===== src/hdl/phvc_consts.svh =====
// Constants for the PLL holdover and VCO calibration control block.
// Assumes the register slave sits on AXI4-Lite with 32-bit aligned words.
// Functional notes
// - Auto holdover tri-states the charge pump when lock is lost.
// - Holdover entry follows lock pin level; comparator off means always high.
// - Charge pump stays tri-stated while no reference edges arrive.
// - Leaving tri-state on a reference event resets the B counter only.
// - After exit, automatic re-entry waits for lock and the lock pin going high.
// - Holdover follows selected reference; switchover loss lasts until next edge.
// - Two-bit lock count sets consecutive in-window cycles; 00 means five.
// - Lock pin control code 000100 selects current source lock detect.
// - Holdover enable clear inhibits both external and automatic holdover.
// - External holdover bit zero selects automatic holdover.
// - Three frequency monitors flag references or VCO/external clock too slow.
// - One bit picks normal or extended reference monitor threshold.
// - Calibration runs from divided reference and needs reference present.
// - Power-up auto-load starts a calibration when reference is valid.
// - Later calibrations start on committed 0-to-1 calibrate transition.
// - Read-only status bit is one when calibration finished.
// - Calibration holds outputs in sync, releases it when tuning ends.
// - Calibration clock is detector rate over two-bit divider; keep under 6.25 MHz.
// - Calibration takes exactly 4400 calibration clock cycles.
// - Leaving holdover waits for next reference edge; no reference keeps tri-state.
// - Lock indication stays until one cycle exceeds unlock threshold.
`ifndef PHVC_CONSTS_SVH
`define PHVC_CONSTS_SVH
`define PHVC_ADDR_PLLCTL 12'h018
`define PHVC_ADDR_LDPIN 12'h01A
`define PHVC_ADDR_REFSEL 12'h01C
`define PHVC_ADDR_HOLDCTL 12'h01D
`define PHVC_ADDR_STATUS 12'h01F
`define PHVC_ADDR_VCODIV 12'h1E0
`define PHVC_ADDR_UPDATE 12'h232
`define PHVC_BIT_CAL 0
`define PHVC_BIT_CALDIV_LO 1
`define PHVC_BIT_DLD_DIS 3
`define PHVC_BIT_LDCNT_LO 5
`define PHVC_BIT_THRESH 6
`define PHVC_BIT_HOLD_EN 0
`define PHVC_BIT_EXT_HOLD 1
`define PHVC_BIT_LDCMP_EN 3
`define PHVC_BIT_CAL_DONE 6
`define PHVC_LDPIN_CURRENT_SOURCE_LOCK_DETECT 6'h04
`define PHVC_CAL_CYCLES 13'd4400
`define PHVC_CALDIV_MAX_HZ 6250000
`define PHVC_RST_PLLCTL 8'h00
`define PHVC_RST_HOLDCTL 8'h00
`endif


===== src/hdl/phvc_pkg.sv =====
// Types for the PLL holdover and VCO calibration control block.
// Assumes the constants header is included by the top module.
package phvc_pkg;
  typedef enum logic [1:0] {HOLD_RUN, HOLD_TRI, HOLD_REARM} phvc_hold_t;
  typedef enum logic [1:0] {CAL_IDLE, CAL_RUN, CAL_DONE} phvc_cal_t;
endpackage


===== src/hdl/phvc_top.sv =====
// PLL holdover, lock count, frequency monitor select and VCO calibration control.
// Assumes lock, reference edge and monitor inputs are asynchronous to sys_clk.
//
// Local design decisions: the AXI4-Lite interface to the registers and the register offsets.
`timescale 1ns/10ps
`include "phvc_consts.svh"
module phvc_top (
  input wire logic sys_clk, // 250 MHz system clock
  input wire logic sys_rst, // Synchronous active-high reset
  input wire logic [31:0] s_axi_awaddr, // Write address
  input wire logic s_axi_awvalid, // Write address valid
  output logic s_axi_awready, // Write address ready
  input wire logic [31:0] s_axi_wdata, // Write data
  input wire logic [3:0] s_axi_wstrb, // Write strobes
  input wire logic s_axi_wvalid, // Write data valid
  output logic s_axi_wready, // Write data ready
  output logic [1:0] s_axi_bresp, // Write response
  output logic s_axi_bvalid, // Write response valid
  input wire logic s_axi_bready, // Write response ready
  input wire logic [31:0] s_axi_araddr, // Read address
  input wire logic s_axi_arvalid, // Read address valid
  output logic s_axi_arready, // Read address ready
  output logic [31:0] s_axi_rdata, // Read data
  output logic [1:0] s_axi_rresp, // Read response
  output logic s_axi_rvalid, // Read data valid
  input wire logic s_axi_rready, // Read data ready
  input wire logic refEdgeIn, // Reference edge at the phase detector
  input wire logic inWindowIn, // Detector cycle inside lock window
  input wire logic outUnlockIn, // Detector cycle beyond unlock threshold
  input wire logic lockPinIn, // Sensed lock detect pin level
  input wire logic refSwitchIn, // Reference switchover in progress
  input wire logic extHoldReqIn, // External holdover request, active high
  input wire logic [2:0] freqLowIn, // Raw frequency-low flags ref1, ref2, vco/clk
  input wire logic clkInSelIn, // External clock input selected instead of VCO
  input wire logic autoLoadIn, // Nonvolatile auto-load finished at power-up
  output logic chargePumpTriOut, // Charge pump high impedance
  output logic bCounterRstOut, // B counter reset pulse
  output logic digitalLockOut, // Digital lock indicator
  output logic [2:0] freqMonOut, // Frequency monitor flags
  output logic vcoMonIsClkOut, // VCO monitor is watching the clock input
  output logic monThreshExtOut, // Extended reference monitor threshold
  output logic [5:0] ldPinModeOut, // Lock detect pin control code
  output logic csdldModeOut, // Current source lock detect selected
  output logic calSyncOut, // Internal sync holding outputs static
  output logic loopOpenOut // Loop held open for tuning
);
  import phvc_pkg::*;

  // Async inputs through two flops
  logic [10:0] syncA_ff, syncB_ff;
  wire logic [10:0] rawIn = {autoLoadIn, clkInSelIn, freqLowIn, extHoldReqIn, refSwitchIn,
                             lockPinIn, outUnlockIn, inWindowIn, refEdgeIn};
  always_ff @(posedge sys_clk) begin
    if (sys_rst) begin
      syncA_ff <= 11'h000;
      syncB_ff <= 11'h000;
    end else begin
      syncA_ff <= rawIn;
      syncB_ff <= syncA_ff;
    end
  end
  logic refPrev_ff;
  always_ff @(posedge sys_clk) begin
    if (sys_rst) refPrev_ff <= 1'b0;
    else refPrev_ff <= syncB_ff[0];
  end
  wire logic refRise = syncB_ff[0] & ~refPrev_ff;
  wire logic inWin = syncB_ff[1];
  wire logic outUnl = syncB_ff[2];
  wire logic ldPin = syncB_ff[3];
  wire logic refSw = syncB_ff[4];
  wire logic extReq = syncB_ff[5];
  wire logic [2:0] fLow = syncB_ff[8:6];
  wire logic clkSel = syncB_ff[9];
  wire logic autoLd = syncB_ff[10];

  // Register state
  logic [7:0] pllCtl_ff, ldPinCtl_ff, holdCtl_ff, refSel_ff, vcoDiv_ff;
  logic calCommit_ff;
  logic calCommitPrev_ff;

  // AXI write channel
  logic awHeld_ff, wHeld_ff;
  logic [11:0] awAddr_ff;
  logic [31:0] wData_ff;
  logic [3:0] wStrb_ff;
  wire logic awTake = s_axi_awvalid & s_axi_awready;
  wire logic wTake = s_axi_wvalid & s_axi_wready;
  wire logic doWrite = awHeld_ff & wHeld_ff & ~s_axi_bvalid;
  wire logic [11:0] wIdx = awAddr_ff;
  wire logic wLane0 = wStrb_ff[0];

  function automatic logic mapped(input logic [11:0] a);
    mapped = (a == `PHVC_ADDR_PLLCTL) || (a == `PHVC_ADDR_LDPIN) || (a == `PHVC_ADDR_REFSEL)
          || (a == `PHVC_ADDR_HOLDCTL) || (a == `PHVC_ADDR_STATUS)
          || (a == `PHVC_ADDR_VCODIV) || (a == `PHVC_ADDR_UPDATE);
  endfunction

  always_ff @(posedge sys_clk) begin
    if (sys_rst) begin
      awHeld_ff <= 1'b0;
      wHeld_ff <= 1'b0;
      awAddr_ff <= 12'h000;
      wData_ff <= 32'h0000_0000;
      wStrb_ff <= 4'h0;
      s_axi_awready <= 1'b1;
      s_axi_wready <= 1'b1;
      s_axi_bvalid <= 1'b0;
      s_axi_bresp <= 2'h0;
    end else begin
      if (awTake) begin
        awHeld_ff <= 1'b1;
        awAddr_ff <= s_axi_awaddr[13:2];
        s_axi_awready <= 1'b0;
      end
      if (wTake) begin
        wHeld_ff <= 1'b1;
        wData_ff <= s_axi_wdata;
        wStrb_ff <= s_axi_wstrb;
        s_axi_wready <= 1'b0;
      end
      if (doWrite) begin
        s_axi_bvalid <= 1'b1;
        s_axi_bresp <= mapped(wIdx) ? 2'h0 : 2'h3;
        awHeld_ff <= 1'b0;
        wHeld_ff <= 1'b0;
      end
      if (s_axi_bvalid && s_axi_bready) begin
        s_axi_bvalid <= 1'b0;
        s_axi_awready <= 1'b1;
        s_axi_wready <= 1'b1;
      end
    end
  end

  // Only the PLL control register is staged and commits on the update strobe, like the part's update-all
  logic [7:0] stPll_ff;
  wire logic wrStage = doWrite & wLane0;
  wire logic updStrobe = wrStage & (wIdx == `PHVC_ADDR_UPDATE) & wData_ff[0];
  always_ff @(posedge sys_clk) begin
    if (sys_rst) begin
      stPll_ff <= `PHVC_RST_PLLCTL;
      pllCtl_ff <= `PHVC_RST_PLLCTL;
      ldPinCtl_ff <= 8'h00;
      holdCtl_ff <= `PHVC_RST_HOLDCTL;
      refSel_ff <= 8'h00;
      vcoDiv_ff <= 8'h00;
    end else begin
      if (wrStage && wIdx == `PHVC_ADDR_PLLCTL) stPll_ff <= wData_ff[7:0];
      if (wrStage && wIdx == `PHVC_ADDR_LDPIN) ldPinCtl_ff <= wData_ff[7:0];
      if (wrStage && wIdx == `PHVC_ADDR_REFSEL) refSel_ff <= wData_ff[7:0];
      if (wrStage && wIdx == `PHVC_ADDR_HOLDCTL) holdCtl_ff <= wData_ff[7:0];
      // Software keeps this field static while calibrating
      if (wrStage && wIdx == `PHVC_ADDR_VCODIV) vcoDiv_ff <= wData_ff[7:0];
      if (updStrobe) pllCtl_ff <= stPll_ff;
    end
  end
  wire logic calBit = pllCtl_ff[`PHVC_BIT_CAL];
  wire logic [1:0] calDivSel = pllCtl_ff[`PHVC_BIT_CALDIV_LO +: 2];
  wire logic [1:0] ldCnt = pllCtl_ff[`PHVC_BIT_LDCNT_LO +: 2];
  wire logic dldDis = pllCtl_ff[`PHVC_BIT_DLD_DIS];
  wire logic holdEn = holdCtl_ff[`PHVC_BIT_HOLD_EN];
  wire logic extMode = holdCtl_ff[`PHVC_BIT_EXT_HOLD];
  wire logic ldCmpEn = holdCtl_ff[`PHVC_BIT_LDCMP_EN];

  // Digital lock detector
  logic [3:0] lockRun_ff;
  logic digLock_ff;
  wire logic [3:0] lockNeed = (ldCnt == 2'h0) ? 4'h5 :
                              (ldCnt == 2'h1) ? 4'h8 : (ldCnt == 2'h2) ? 4'hA : 4'hF;
  always_ff @(posedge sys_clk) begin
    if (sys_rst || dldDis) begin
      lockRun_ff <= 4'h0;
      digLock_ff <= 1'b0;
    end else if (refRise) begin
      if (outUnl) begin
        lockRun_ff <= 4'h0;
        digLock_ff <= 1'b0;
      end else if (inWin) begin
        if (lockRun_ff + 4'h1 >= lockNeed) digLock_ff <= 1'b1;
        if (lockRun_ff != 4'hF) lockRun_ff <= lockRun_ff + 4'h1;
      end else begin
        lockRun_ff <= 4'h0;
      end
    end
  end

  // Holdover state machine
  phvc_hold_t hold_ff;
  logic bRst_ff;
  logic extPrev_ff;
  wire logic ldSensed = ldCmpEn ? ldPin : 1'b1;
  // Loss is the digital lock dropping while the sensed pin still reads high
  wire logic autoLoss = ~extMode & ~digLock_ff & ldSensed;
  wire logic extFall = extMode & extReq & ~extPrev_ff;
  wire logic enterHold = holdEn & (autoLoss | extFall | (~extMode & refSw & ~digLock_ff));
  wire logic leaveOk = extMode ? ~extReq : 1'b1;
  always_ff @(posedge sys_clk) begin
    if (sys_rst) begin
      hold_ff <= HOLD_RUN;
      bRst_ff <= 1'b0;
      extPrev_ff <= 1'b0;
    end else begin
      extPrev_ff <= extReq;
      bRst_ff <= 1'b0;
      unique case (hold_ff)
        HOLD_RUN: if (enterHold) hold_ff <= HOLD_TRI;
        HOLD_TRI: begin
          if (!holdEn) hold_ff <= HOLD_RUN;
          else if (refRise && leaveOk) begin
            hold_ff <= HOLD_REARM;
            bRst_ff <= 1'b1;
          end
        end
        HOLD_REARM: begin
          if (extMode && extFall && holdEn) hold_ff <= HOLD_TRI;
          else if (digLock_ff && ldSensed) hold_ff <= HOLD_RUN;
        end
      endcase
    end
  end
  assign chargePumpTriOut = (hold_ff == HOLD_TRI);
  assign bCounterRstOut = bRst_ff;
  assign digitalLockOut = digLock_ff;

  // Monitor and mode outputs
  logic [2:0] fMon_ff;
  logic clkMon_ff, thrExt_ff, current_source_lock_detect_ff;
  always_ff @(posedge sys_clk) begin
    if (sys_rst) begin
      fMon_ff <= 3'h0;
      clkMon_ff <= 1'b0;
      thrExt_ff <= 1'b0;
      current_source_lock_detect_ff <= 1'b0;
    end else begin
      fMon_ff <= fLow;
      clkMon_ff <= clkSel;
      thrExt_ff <= ldPinCtl_ff[`PHVC_BIT_THRESH];
      current_source_lock_detect_ff <= (ldPinCtl_ff[5:0] == `PHVC_LDPIN_CURRENT_SOURCE_LOCK_DETECT);
    end
  end
  assign freqMonOut = fMon_ff;
  assign vcoMonIsClkOut = clkMon_ff;
  assign monThreshExtOut = thrExt_ff;
  assign ldPinModeOut = ldPinCtl_ff[5:0];
  assign csdldModeOut = current_source_lock_detect_ff;

  // Calibration divider: reference edges divided by 2,4,8,16
  logic [3:0] calDivCnt_ff;
  wire logic [3:0] divTop = (4'h2 << calDivSel) - 4'h1;
  wire logic calTick = refRise & (calDivCnt_ff == divTop);
  always_ff @(posedge sys_clk) begin
    if (sys_rst) calDivCnt_ff <= 4'h0;
    else if (refRise) calDivCnt_ff <= (calDivCnt_ff >= divTop) ? 4'h0 : calDivCnt_ff + 4'h1;
  end

  // Calibration sequencer
  phvc_cal_t cal_ff;
  logic [12:0] calCnt_ff;
  logic autoPrev_ff;
  logic calPend_ff;
  wire logic calRise = calBit & ~calCommitPrev_ff;
  wire logic autoStart = autoLd & ~autoPrev_ff;
  always_ff @(posedge sys_clk) begin
    if (sys_rst) begin
      calCommitPrev_ff <= 1'b0;
      calCommit_ff <= 1'b0;
      autoPrev_ff <= 1'b0;
      calPend_ff <= 1'b0;
      cal_ff <= CAL_IDLE;
      calCnt_ff <= 13'd0;
    end else begin
      calCommitPrev_ff <= calBit;
      calCommit_ff <= calBit;
      autoPrev_ff <= autoLd;
      if ((calRise || autoStart) && cal_ff != CAL_RUN) calPend_ff <= 1'b1;
      if (calPend_ff && cal_ff != CAL_RUN) begin
        cal_ff <= CAL_RUN;
        calCnt_ff <= 13'd0;
        calPend_ff <= 1'b0;
      end else if (cal_ff == CAL_RUN && calTick) begin
        if (calCnt_ff == `PHVC_CAL_CYCLES - 13'd1) cal_ff <= CAL_DONE;
        else calCnt_ff <= calCnt_ff + 13'd1;
      end
    end
  end
  assign calSyncOut = (cal_ff == CAL_RUN);
  assign loopOpenOut = (cal_ff == CAL_RUN);
  wire logic calDone = (cal_ff == CAL_DONE);

  // AXI read channel
  wire logic [11:0] rIdx = s_axi_araddr[13:2];
  wire logic [7:0] rByte =
      (rIdx == `PHVC_ADDR_PLLCTL) ? stPll_ff :
      (rIdx == `PHVC_ADDR_LDPIN) ? ldPinCtl_ff :
      (rIdx == `PHVC_ADDR_REFSEL) ? refSel_ff :
      (rIdx == `PHVC_ADDR_HOLDCTL) ? holdCtl_ff :
      (rIdx == `PHVC_ADDR_VCODIV) ? vcoDiv_ff :
      (rIdx == `PHVC_ADDR_STATUS) ?
        {1'b0, calDone, digLock_ff, chargePumpTriOut, 1'b0, fMon_ff} : 8'h00;
  always_ff @(posedge sys_clk) begin
    if (sys_rst) begin
      s_axi_arready <= 1'b1;
      s_axi_rvalid <= 1'b0;
      s_axi_rdata <= 32'h0000_0000;
      s_axi_rresp <= 2'h0;
    end else if (s_axi_arvalid && s_axi_arready) begin
      s_axi_arready <= 1'b0;
      s_axi_rvalid <= 1'b1;
      s_axi_rdata <= {24'h000000, rByte};
      s_axi_rresp <= mapped(rIdx) ? 2'h0 : 2'h3;
    end else if (s_axi_rvalid && s_axi_rready) begin
      s_axi_rvalid <= 1'b0;
      s_axi_arready <= 1'b1;
    end
  end

  // Checks
  a_tri_on_loss: assert property (@(posedge sys_clk) disable iff (sys_rst)
    (hold_ff == HOLD_RUN && holdEn && !extMode && !digLock_ff && ldSensed) |=> chargePumpTriOut)
    else $error("holdover not entered on lock loss");
  a_tri_no_ref: assert property (@(posedge sys_clk) disable iff (sys_rst)
    (chargePumpTriOut && holdEn && !refRise) |=> chargePumpTriOut)
    else $error("tri-state left without reference edge");
  a_brst_exit: assert property (@(posedge sys_clk) disable iff (sys_rst)
    bCounterRstOut |-> (hold_ff == HOLD_REARM && $past(chargePumpTriOut)))
    else $error("B counter reset without holdover exit");
  a_rearm_block: assert property (@(posedge sys_clk) disable iff (sys_rst)
    (hold_ff == HOLD_REARM && !digLock_ff && !extMode) |=> !chargePumpTriOut)
    else $error("holdover reentered before relock");
  a_hold_inhibit: assert property (@(posedge sys_clk) disable iff (sys_rst)
    (!holdEn && !chargePumpTriOut) |=> !chargePumpTriOut)
    else $error("holdover entered while disabled");
  a_unlock_drop: assert property (@(posedge sys_clk) disable iff (sys_rst)
    (refRise && outUnl && !dldDis) |=> !digitalLockOut)
    else $error("lock not dropped on unlock cycle");
  a_cal_sync: assert property (@(posedge sys_clk) disable iff (sys_rst)
    $rose(calSyncOut) |-> !calDone)
    else $error("done set while calibration running");
  a_cal_length: assert property (@(posedge sys_clk) disable iff (sys_rst)
    (cal_ff == CAL_RUN && calTick && calCnt_ff != `PHVC_CAL_CYCLES - 13'd1) |=> calSyncOut)
    else $error("calibration ended early");
  a_current_source_lock_detect_code: assert property (@(posedge sys_clk) disable iff (sys_rst)
    (ldPinCtl_ff[5:0] == 6'h04) |=> csdldModeOut)
    else $error("current source mode not decoded");
endmodule // phvc_top


===== config.mk =====
export PLATFORM = sky130hd
export DESIGN_NAME = phvc_top
export DESIGN_NICKNAME = d
export VERILOG_FILES = /design/src/hdl/phvc_pkg.sv /design/src/hdl/phvc_top.sv
export VERILOG_INCLUDE_DIRS = /design/src /design/src/hdl
export SDC_FILE = /design/constraint.sdc
export NUM_CORES = 1
export LEC_CHECK = 0
export ABC_AREA = 1
export BUFFER_PORTS_ARGS = -buffer_cell sky130_fd_sc_hd__buf_2
export CORE_MARGIN = 2
export CORE_UTILIZATION = 58
export CTS_BUF_LIST = sky130_fd_sc_hd__clkbuf_8
export DETAILED_ROUTE_END_ITERATION = 16
export PLACE_DENSITY_LB_ADDON = 0.12
export SETUP_SLACK_MARGIN = 0.02
export SLEW_MARGIN = 30
export SYNTH_ARGS = -nofsm -noshare
export SYNTH_HDL_FRONTEND = slang
export SYNTH_SLANG_ARGS = --single-unit

===== constraint.sdc =====
create_clock -name sys_clk -period 3.65 [get_ports sys_clk]
set_input_delay 0.73 -clock sys_clk [delete_from_list [all_inputs] [get_ports sys_clk]]
set_output_delay 0.73 -clock sys_clk [all_outputs]
set_load 0.005 [all_outputs]

==> impl_table.tex <==
\begin{tabular}{lr}
\hline
Metric & Value \\
\hline
\multicolumn{2}{l}{\textbf{Timing}} \\
\quad Setup TNS Final & 0 ns \\
\quad Number of failing setup endpoints in the final timing report & 0 \\
\quad Final hold viol count & 0 \\
\quad Post-Route Skew & 0.009789 ns \\
\quad Setup repair after global routing missed its margin & no \\
\quad Least-Margin Pin Slew & 0.7358 ns \\
\quad Upper clock frequency limit & about 470 MHz \\
\quad Headroom to the max-slew limit & 0.5080 \\
\quad Slew Limit Fails & 0 \\
\quad Share of the clock period used by the worst path after layout & 0.5780 \\
\quad Setup WS post-layout & 1.540 ns \\
\quad Final Critical Period & between 2 and 2.5 ns \\
\multicolumn{2}{l}{\textbf{Critical path}} \\
\quad R2r startpoint & calCnt\_ff[0]\$\_SDFFE\_PP0P\_ \\
\quad R2r setup slk & between 1.5 and 2 ns \\
\quad Critical path class & flop to flop \\
\quad Worst R2R End & calCnt\_ff[3]\$\_SDFFE\_PP0P\_ \\
\quad Endpoint kind of the worst setup timing path & flop \\
\quad Worst endpoint required time & just over 4 ns \\
\quad Largest fanout of any net on the critical path & 14 \\
\quad Worst endpoint data arrival time & 2.50 ns \\
\quad Number of cell instances on the worst register-to-register path & 9 \\
\quad Type of element launching the critical path & flop \\
\multicolumn{2}{l}{\textbf{Place}} \\
\quad HPWL after detailed placement & 10.40 mm \\
\quad Minimum setup slack after placement & between 1 and 1.5 ns \\
\quad Number of placed cells counting well taps & 1100 \\
\quad GPL Wtd Cong & just under 0.9 \\
\quad Number of buffer cells added on primary ports & 84 \\
\multicolumn{2}{l}{\textbf{Final layout}} \\
\quad Fill cell count & between 1000 and 1500 \\
\quad Syn-to-layout area delta & 9.820\% \\
\quad Number of nets at the end of the flow & $\sim$1100 \\
\quad Diodes inserted & 0 \\
\quad Leading cell type in the layout, fill and taps excluded & sky130\_fd\_sc\_hd\_\_inv\_1 \\
\quad Final cell count without fillers & 1132 \\
\quad Share of post-route cells with drive strength above 1 & 0.1466 \\
\quad Commonest cells after routing, fill and taps aside & sky130\_fd\_sc\_hd\_\_inv\_1, sky130\_fd\_sc\_hd\_\_dfxtp\_1, sky130\_fd\_sc\_hd\_\_nand2\_1 \\
\multicolumn{2}{l}{\textbf{Clock network}} \\
\quad CTS clk-pin slew, worst paths & $\sim$0.08 ns \\
\quad Number of buffers created by CTS & 17 \\
\quad Total number of clock tree sinks & 144 \\
\quad TritonCTS clock tree & built \\
\quad Setup bufs post-CTS & 0 \\
\quad Clock tree root buffer cell & sky130\_fd\_sc\_hd\_\_clkbuf\_8 \\
\quad Resized Gates After CTS & 0 \\
\quad CTS hold repair buffers & 0 \\
\quad Skew-Pair Late Insertion Delay & about 0.47 ns \\
\quad Number of buffers between clock root and the deepest sink & 2 \\
\quad Maximum level of the CTS H-tree & 4 \\
\multicolumn{2}{l}{\textbf{Power and ir drop}} \\
\quad Sw Pwr & just over 0.0008 W \\
\quad Part of the power in combinational logic & 0.076 \\
\quad Cell Pwr Density & a little over 400 mW/mm\^{}2 \\
\quad Total chip power & around 0.0030 W \\
\quad Leakage power of the design & roughly 3.1 nW \\
\quad Clock network fraction of design power & 0.369 \\
\quad Internal power contribution & 0.002175 W \\
\quad VDD IR-drop max & about 0.34 mV \\
\quad Sequential share of power & 0.555 \\
\quad Net Sw Frac & 0.2701 \\
\multicolumn{2}{l}{\textbf{Detailed routing}} \\
\quad Highest signal layer in the routed design & met4 \\
\quad Wire length on met1 & roughly 7.4 mm \\
\quad 1st-iter DRT viols & slightly above 500 \\
\quad Via Count & 5727 \\
\quad Total DRC errors in the routed layout & 0 \\
\quad WL met2 & roughly 6.2 mm \\
\quad Routed WL & about 14 mm \\
\quad Routed met3 length & $\sim$650 um \\
\quad Post-DRT Antenna Nets & 0 \\
\quad Routed wirelength normalized by instance count & 12.77 um \\
\quad Vias/cell & about 5 \\
\quad Number of iterations in the first detailed-routing pass & 5 \\
\multicolumn{2}{l}{\textbf{Global routing}} \\
\quad Via count of the first global-routing pass & roughly 4900 \\
\quad Total routing usage reported by global routing & 0.2363 \\
\quad Remaining Overflow, GRT & 0 \\
\quad Wire length of the first global-routing pass & 23.54 mm \\
\quad Maximum number of pins on one net before global-route repair & 66 \\
\quad Number of antenna violations at the first check in global routing & 0 \\
\multicolumn{2}{l}{\textbf{Hold path}} \\
\quad Cells on Worst Hold Path & 2 \\
\quad Classification of the worst-slack hold path & flop to flop \\
\quad Startpoint of the lowest-slack hold path & syncB\_ff[8]\$\_SDFF\_PP0\_ \\
\quad Worst-case hold path end point & freqMonOut[2]\$\_SDFF\_PP0\_ \\
\multicolumn{2}{l}{\textbf{Floorplan}} \\
\quad Core box area & between 0.01 and 0.015 mm\^{}2 \\
\quad Top-Level Pins & roughly 180 \\
\quad Die area & between 0.01 and 0.015 mm\^{}2 \\
\quad Width of the chip & between 100 and 150 um \\
\quad Std cell rows & 39 \\
\quad Vert. Die Dim & approximately 110 um \\
\quad Initial core utilization & 0.5886 \\
\multicolumn{2}{l}{\textbf{Logic synthesis}} \\
\quad Number of cells produced by synthesis & $\sim$910 \\
\quad Synthesis Warnings & 0 \\
\quad Register bit count reported by yosys & approximately 140 \\
\quad Commonest register cell after synthesis & sky130\_fd\_sc\_hd\_\_dfxtp\_1 \\
\quad Number of enable-type register cells in the synthesized netlist & 0 \\
\quad Mean area per synthesized cell & $\sim$7.3 um\^{}2 \\
\quad Cell taking the most area after synthesis & sky130\_fd\_sc\_hd\_\_dfxtp\_1 \\
\quad Area share of the largest cell type after synthesis & 0.4326 \\
\quad Share of async-settable or async-resettable flops after synthesis & 0 \\
\quad Count of cell types in the netlist & 42 \\
\quad Synth area leaders & sky130\_fd\_sc\_hd\_\_dfxtp\_1, sky130\_fd\_sc\_hd\_\_inv\_1, sky130\_fd\_sc\_hd\_\_a21oi\_1 \\
\quad Syn Std Cell Area & 0.006664 mm\^{}2 \\
\quad Share of the yosys chip area belonging to registers & 0.4326 \\
\multicolumn{2}{l}{\textbf{Status}} \\
\quad Status & completed \\
\multicolumn{2}{l}{\textbf{Run}} \\
\quad Maximum capacitance violations & 0 \\
\hline
\end{tabular}
[power by group through the flow]
stage	combinational, W	sequential [W]	clock (W)
global placement	0.000224	0.00169	0
finish	0.000227	0.00165	0.00110
detailed placement	0.000225	0.00169	0
CTS	0.000227	0.00165	0.00112
floorplan	0.000173	0.00168	0
global route	0.000259	0.00166	0.00119
[layer usage]
layer | track usage | vias to the layer above
met5 | 0 | -
met4 | 0.08971 | 0
met3 | 0.05194 | 17
met2 | 0.3480 | 141
met1 | 0.3393 | 2549
li1 | - | 3020
[how the worst max path moves through the flow]
stage,cells past startpoint,start,endpoint
2_1_floorplan,8,s_axi_araddr[13],s_axi_rresp[0]$_SDFFE_PP0P_
4_1_cts,9,calCnt_ff[0]$_SDFFE_PP0P_,calCnt_ff[3]$_SDFFE_PP0P_
5_1_grt,11,pllCtl_ff[2]$_SDFFE_PP0P_,calCnt_ff[3]$_SDFFE_PP0P_
3_3_place_gp,10,s_axi_araddr[13],s_axi_rdata[3]$_SDFFE_PP0P_
3_5_place_dp,10,s_axi_araddr[13],s_axi_rdata[3]$_SDFFE_PP0P_
6_report,9,calCnt_ff[0]$_SDFFE_PP0P_,calCnt_ff[3]$_SDFFE_PP0P_
[kinds of logic after synthesis]
logic type,after synthesis,share of synthesized area
AOI/OAI and AO/OA,191,0.1538
xor gates and xnor gates,8,0.01051
adders and majority gates,12,0.02253
buffers and inverters,210,0.1421
DFF,144,0.4326
other,1,0.0005627
and+or+nand+nor,343,0.2379
[per-stage QoR]
stage / instance area [um^2] / utilization / hold WS (ns)
3_3_place_gp: 6977 / 0.6163 / 0.3893
6_report: 7318 / 0.6464 / 0.3951
2_1_floorplan: 6750 / - / 0.3883
5_1_grt: 7318 / 0.6464 / 0.4196
3_5_place_dp: 6977 / 0.6163 / 0.3920
4_1_cts: 7318 / 0.6464 / 0.4014
[cell type report]
cell class	count	area, um^2	share of cell area
Clock buffer	18	247.7	0.03385
Multi-Input combinational cell	578	2920	0.3990
Tap cell	143	178.9	0.02445
Timing Repair Buffer	86	435.4	0.05950
Sequential cell	144	2883	0.3939
Inverter	149	559.3	0.07642
Clock inverter	14	93.84	0.01282
[cell usage after synthesis, types with 2 or more instances]
| cell type | n |
|---|---|
| sky130_fd_sc_hd__nand3_1 | 58 |
| sky130_fd_sc_hd__a211oi_1 | 7 |
| sky130_fd_sc_hd__dfxtp_1 | 144 |
| sky130_fd_sc_hd__nor4_1 | 10 |
| sky130_fd_sc_hd__nor2_1 | 110 |
| sky130_fd_sc_hd__nand3_2 | 3 |
| sky130_fd_sc_hd__nor2_2 | 3 |
| sky130_fd_sc_hd__or2_2 | 2 |
| sky130_fd_sc_hd__o21ai_0 | 77 |
| sky130_fd_sc_hd__buf_4 | 37 |
| sky130_fd_sc_hd__nor3_1 | 14 |
| sky130_fd_sc_hd__nand4_1 | 19 |
| sky130_fd_sc_hd__nand2_2 | 2 |
| sky130_fd_sc_hd__nand2_1 | 111 |
| sky130_fd_sc_hd__a211oi_2 | 3 |
| sky130_fd_sc_hd__nor2_4 | 3 |
| sky130_fd_sc_hd__nor3_2 | 4 |
| sky130_fd_sc_hd__xor2_1 | 7 |
| sky130_fd_sc_hd__ha_1 | 12 |
| sky130_fd_sc_hd__inv_1 | 144 |
| sky130_fd_sc_hd__a21oi_1 | 92 |
| sky130_fd_sc_hd__buf_6 | 2 |
| sky130_fd_sc_hd__o21bai_1 | 2 |
| sky130_fd_sc_hd__buf_2 | 4 |
| sky130_fd_sc_hd__clkbuf_1 | 18 |
| sky130_fd_sc_hd__o21ai_1 | 2 |
| sky130_fd_sc_hd__inv_2 | 4 |
[critical path: stages (launching register included)]
cell and delay (ns):
sky130_fd_sc_hd__dfxtp_1 0.46, sky130_fd_sc_hd__ha_1 0.29, sky130_fd_sc_hd__nand2_1 0.10, sky130_fd_sc_hd__nor3_1 0.16, sky130_fd_sc_hd__nand3_1 0.15, sky130_fd_sc_hd__nand2_1 0.40
sky130_fd_sc_hd__inv_2 0.22, sky130_fd_sc_hd__nand2_1 0.10, sky130_fd_sc_hd__nand2_1 0.05, sky130_fd_sc_hd__a21oi_1 0.13
[flip-flops by register name, indices dropped and copies added, names as in the netlist, 2 cells and up]
signal	count
freqMonOut	3
pllCtl_ff	6
holdCtl_ff	8
hold_ff	2
refSel_ff	8
ldPinCtl_ff	8
vcoDiv_ff	8
wData_ff	8
calDivCnt_ff	4
stPll_ff	8
lockRun_ff	4
calCnt_ff	13
s_axi_rdata	8
cal_ff	2
syncA_ff	11
syncB_ff	11
awAddr_ff	12
Power figures use the tool's default switching activity.
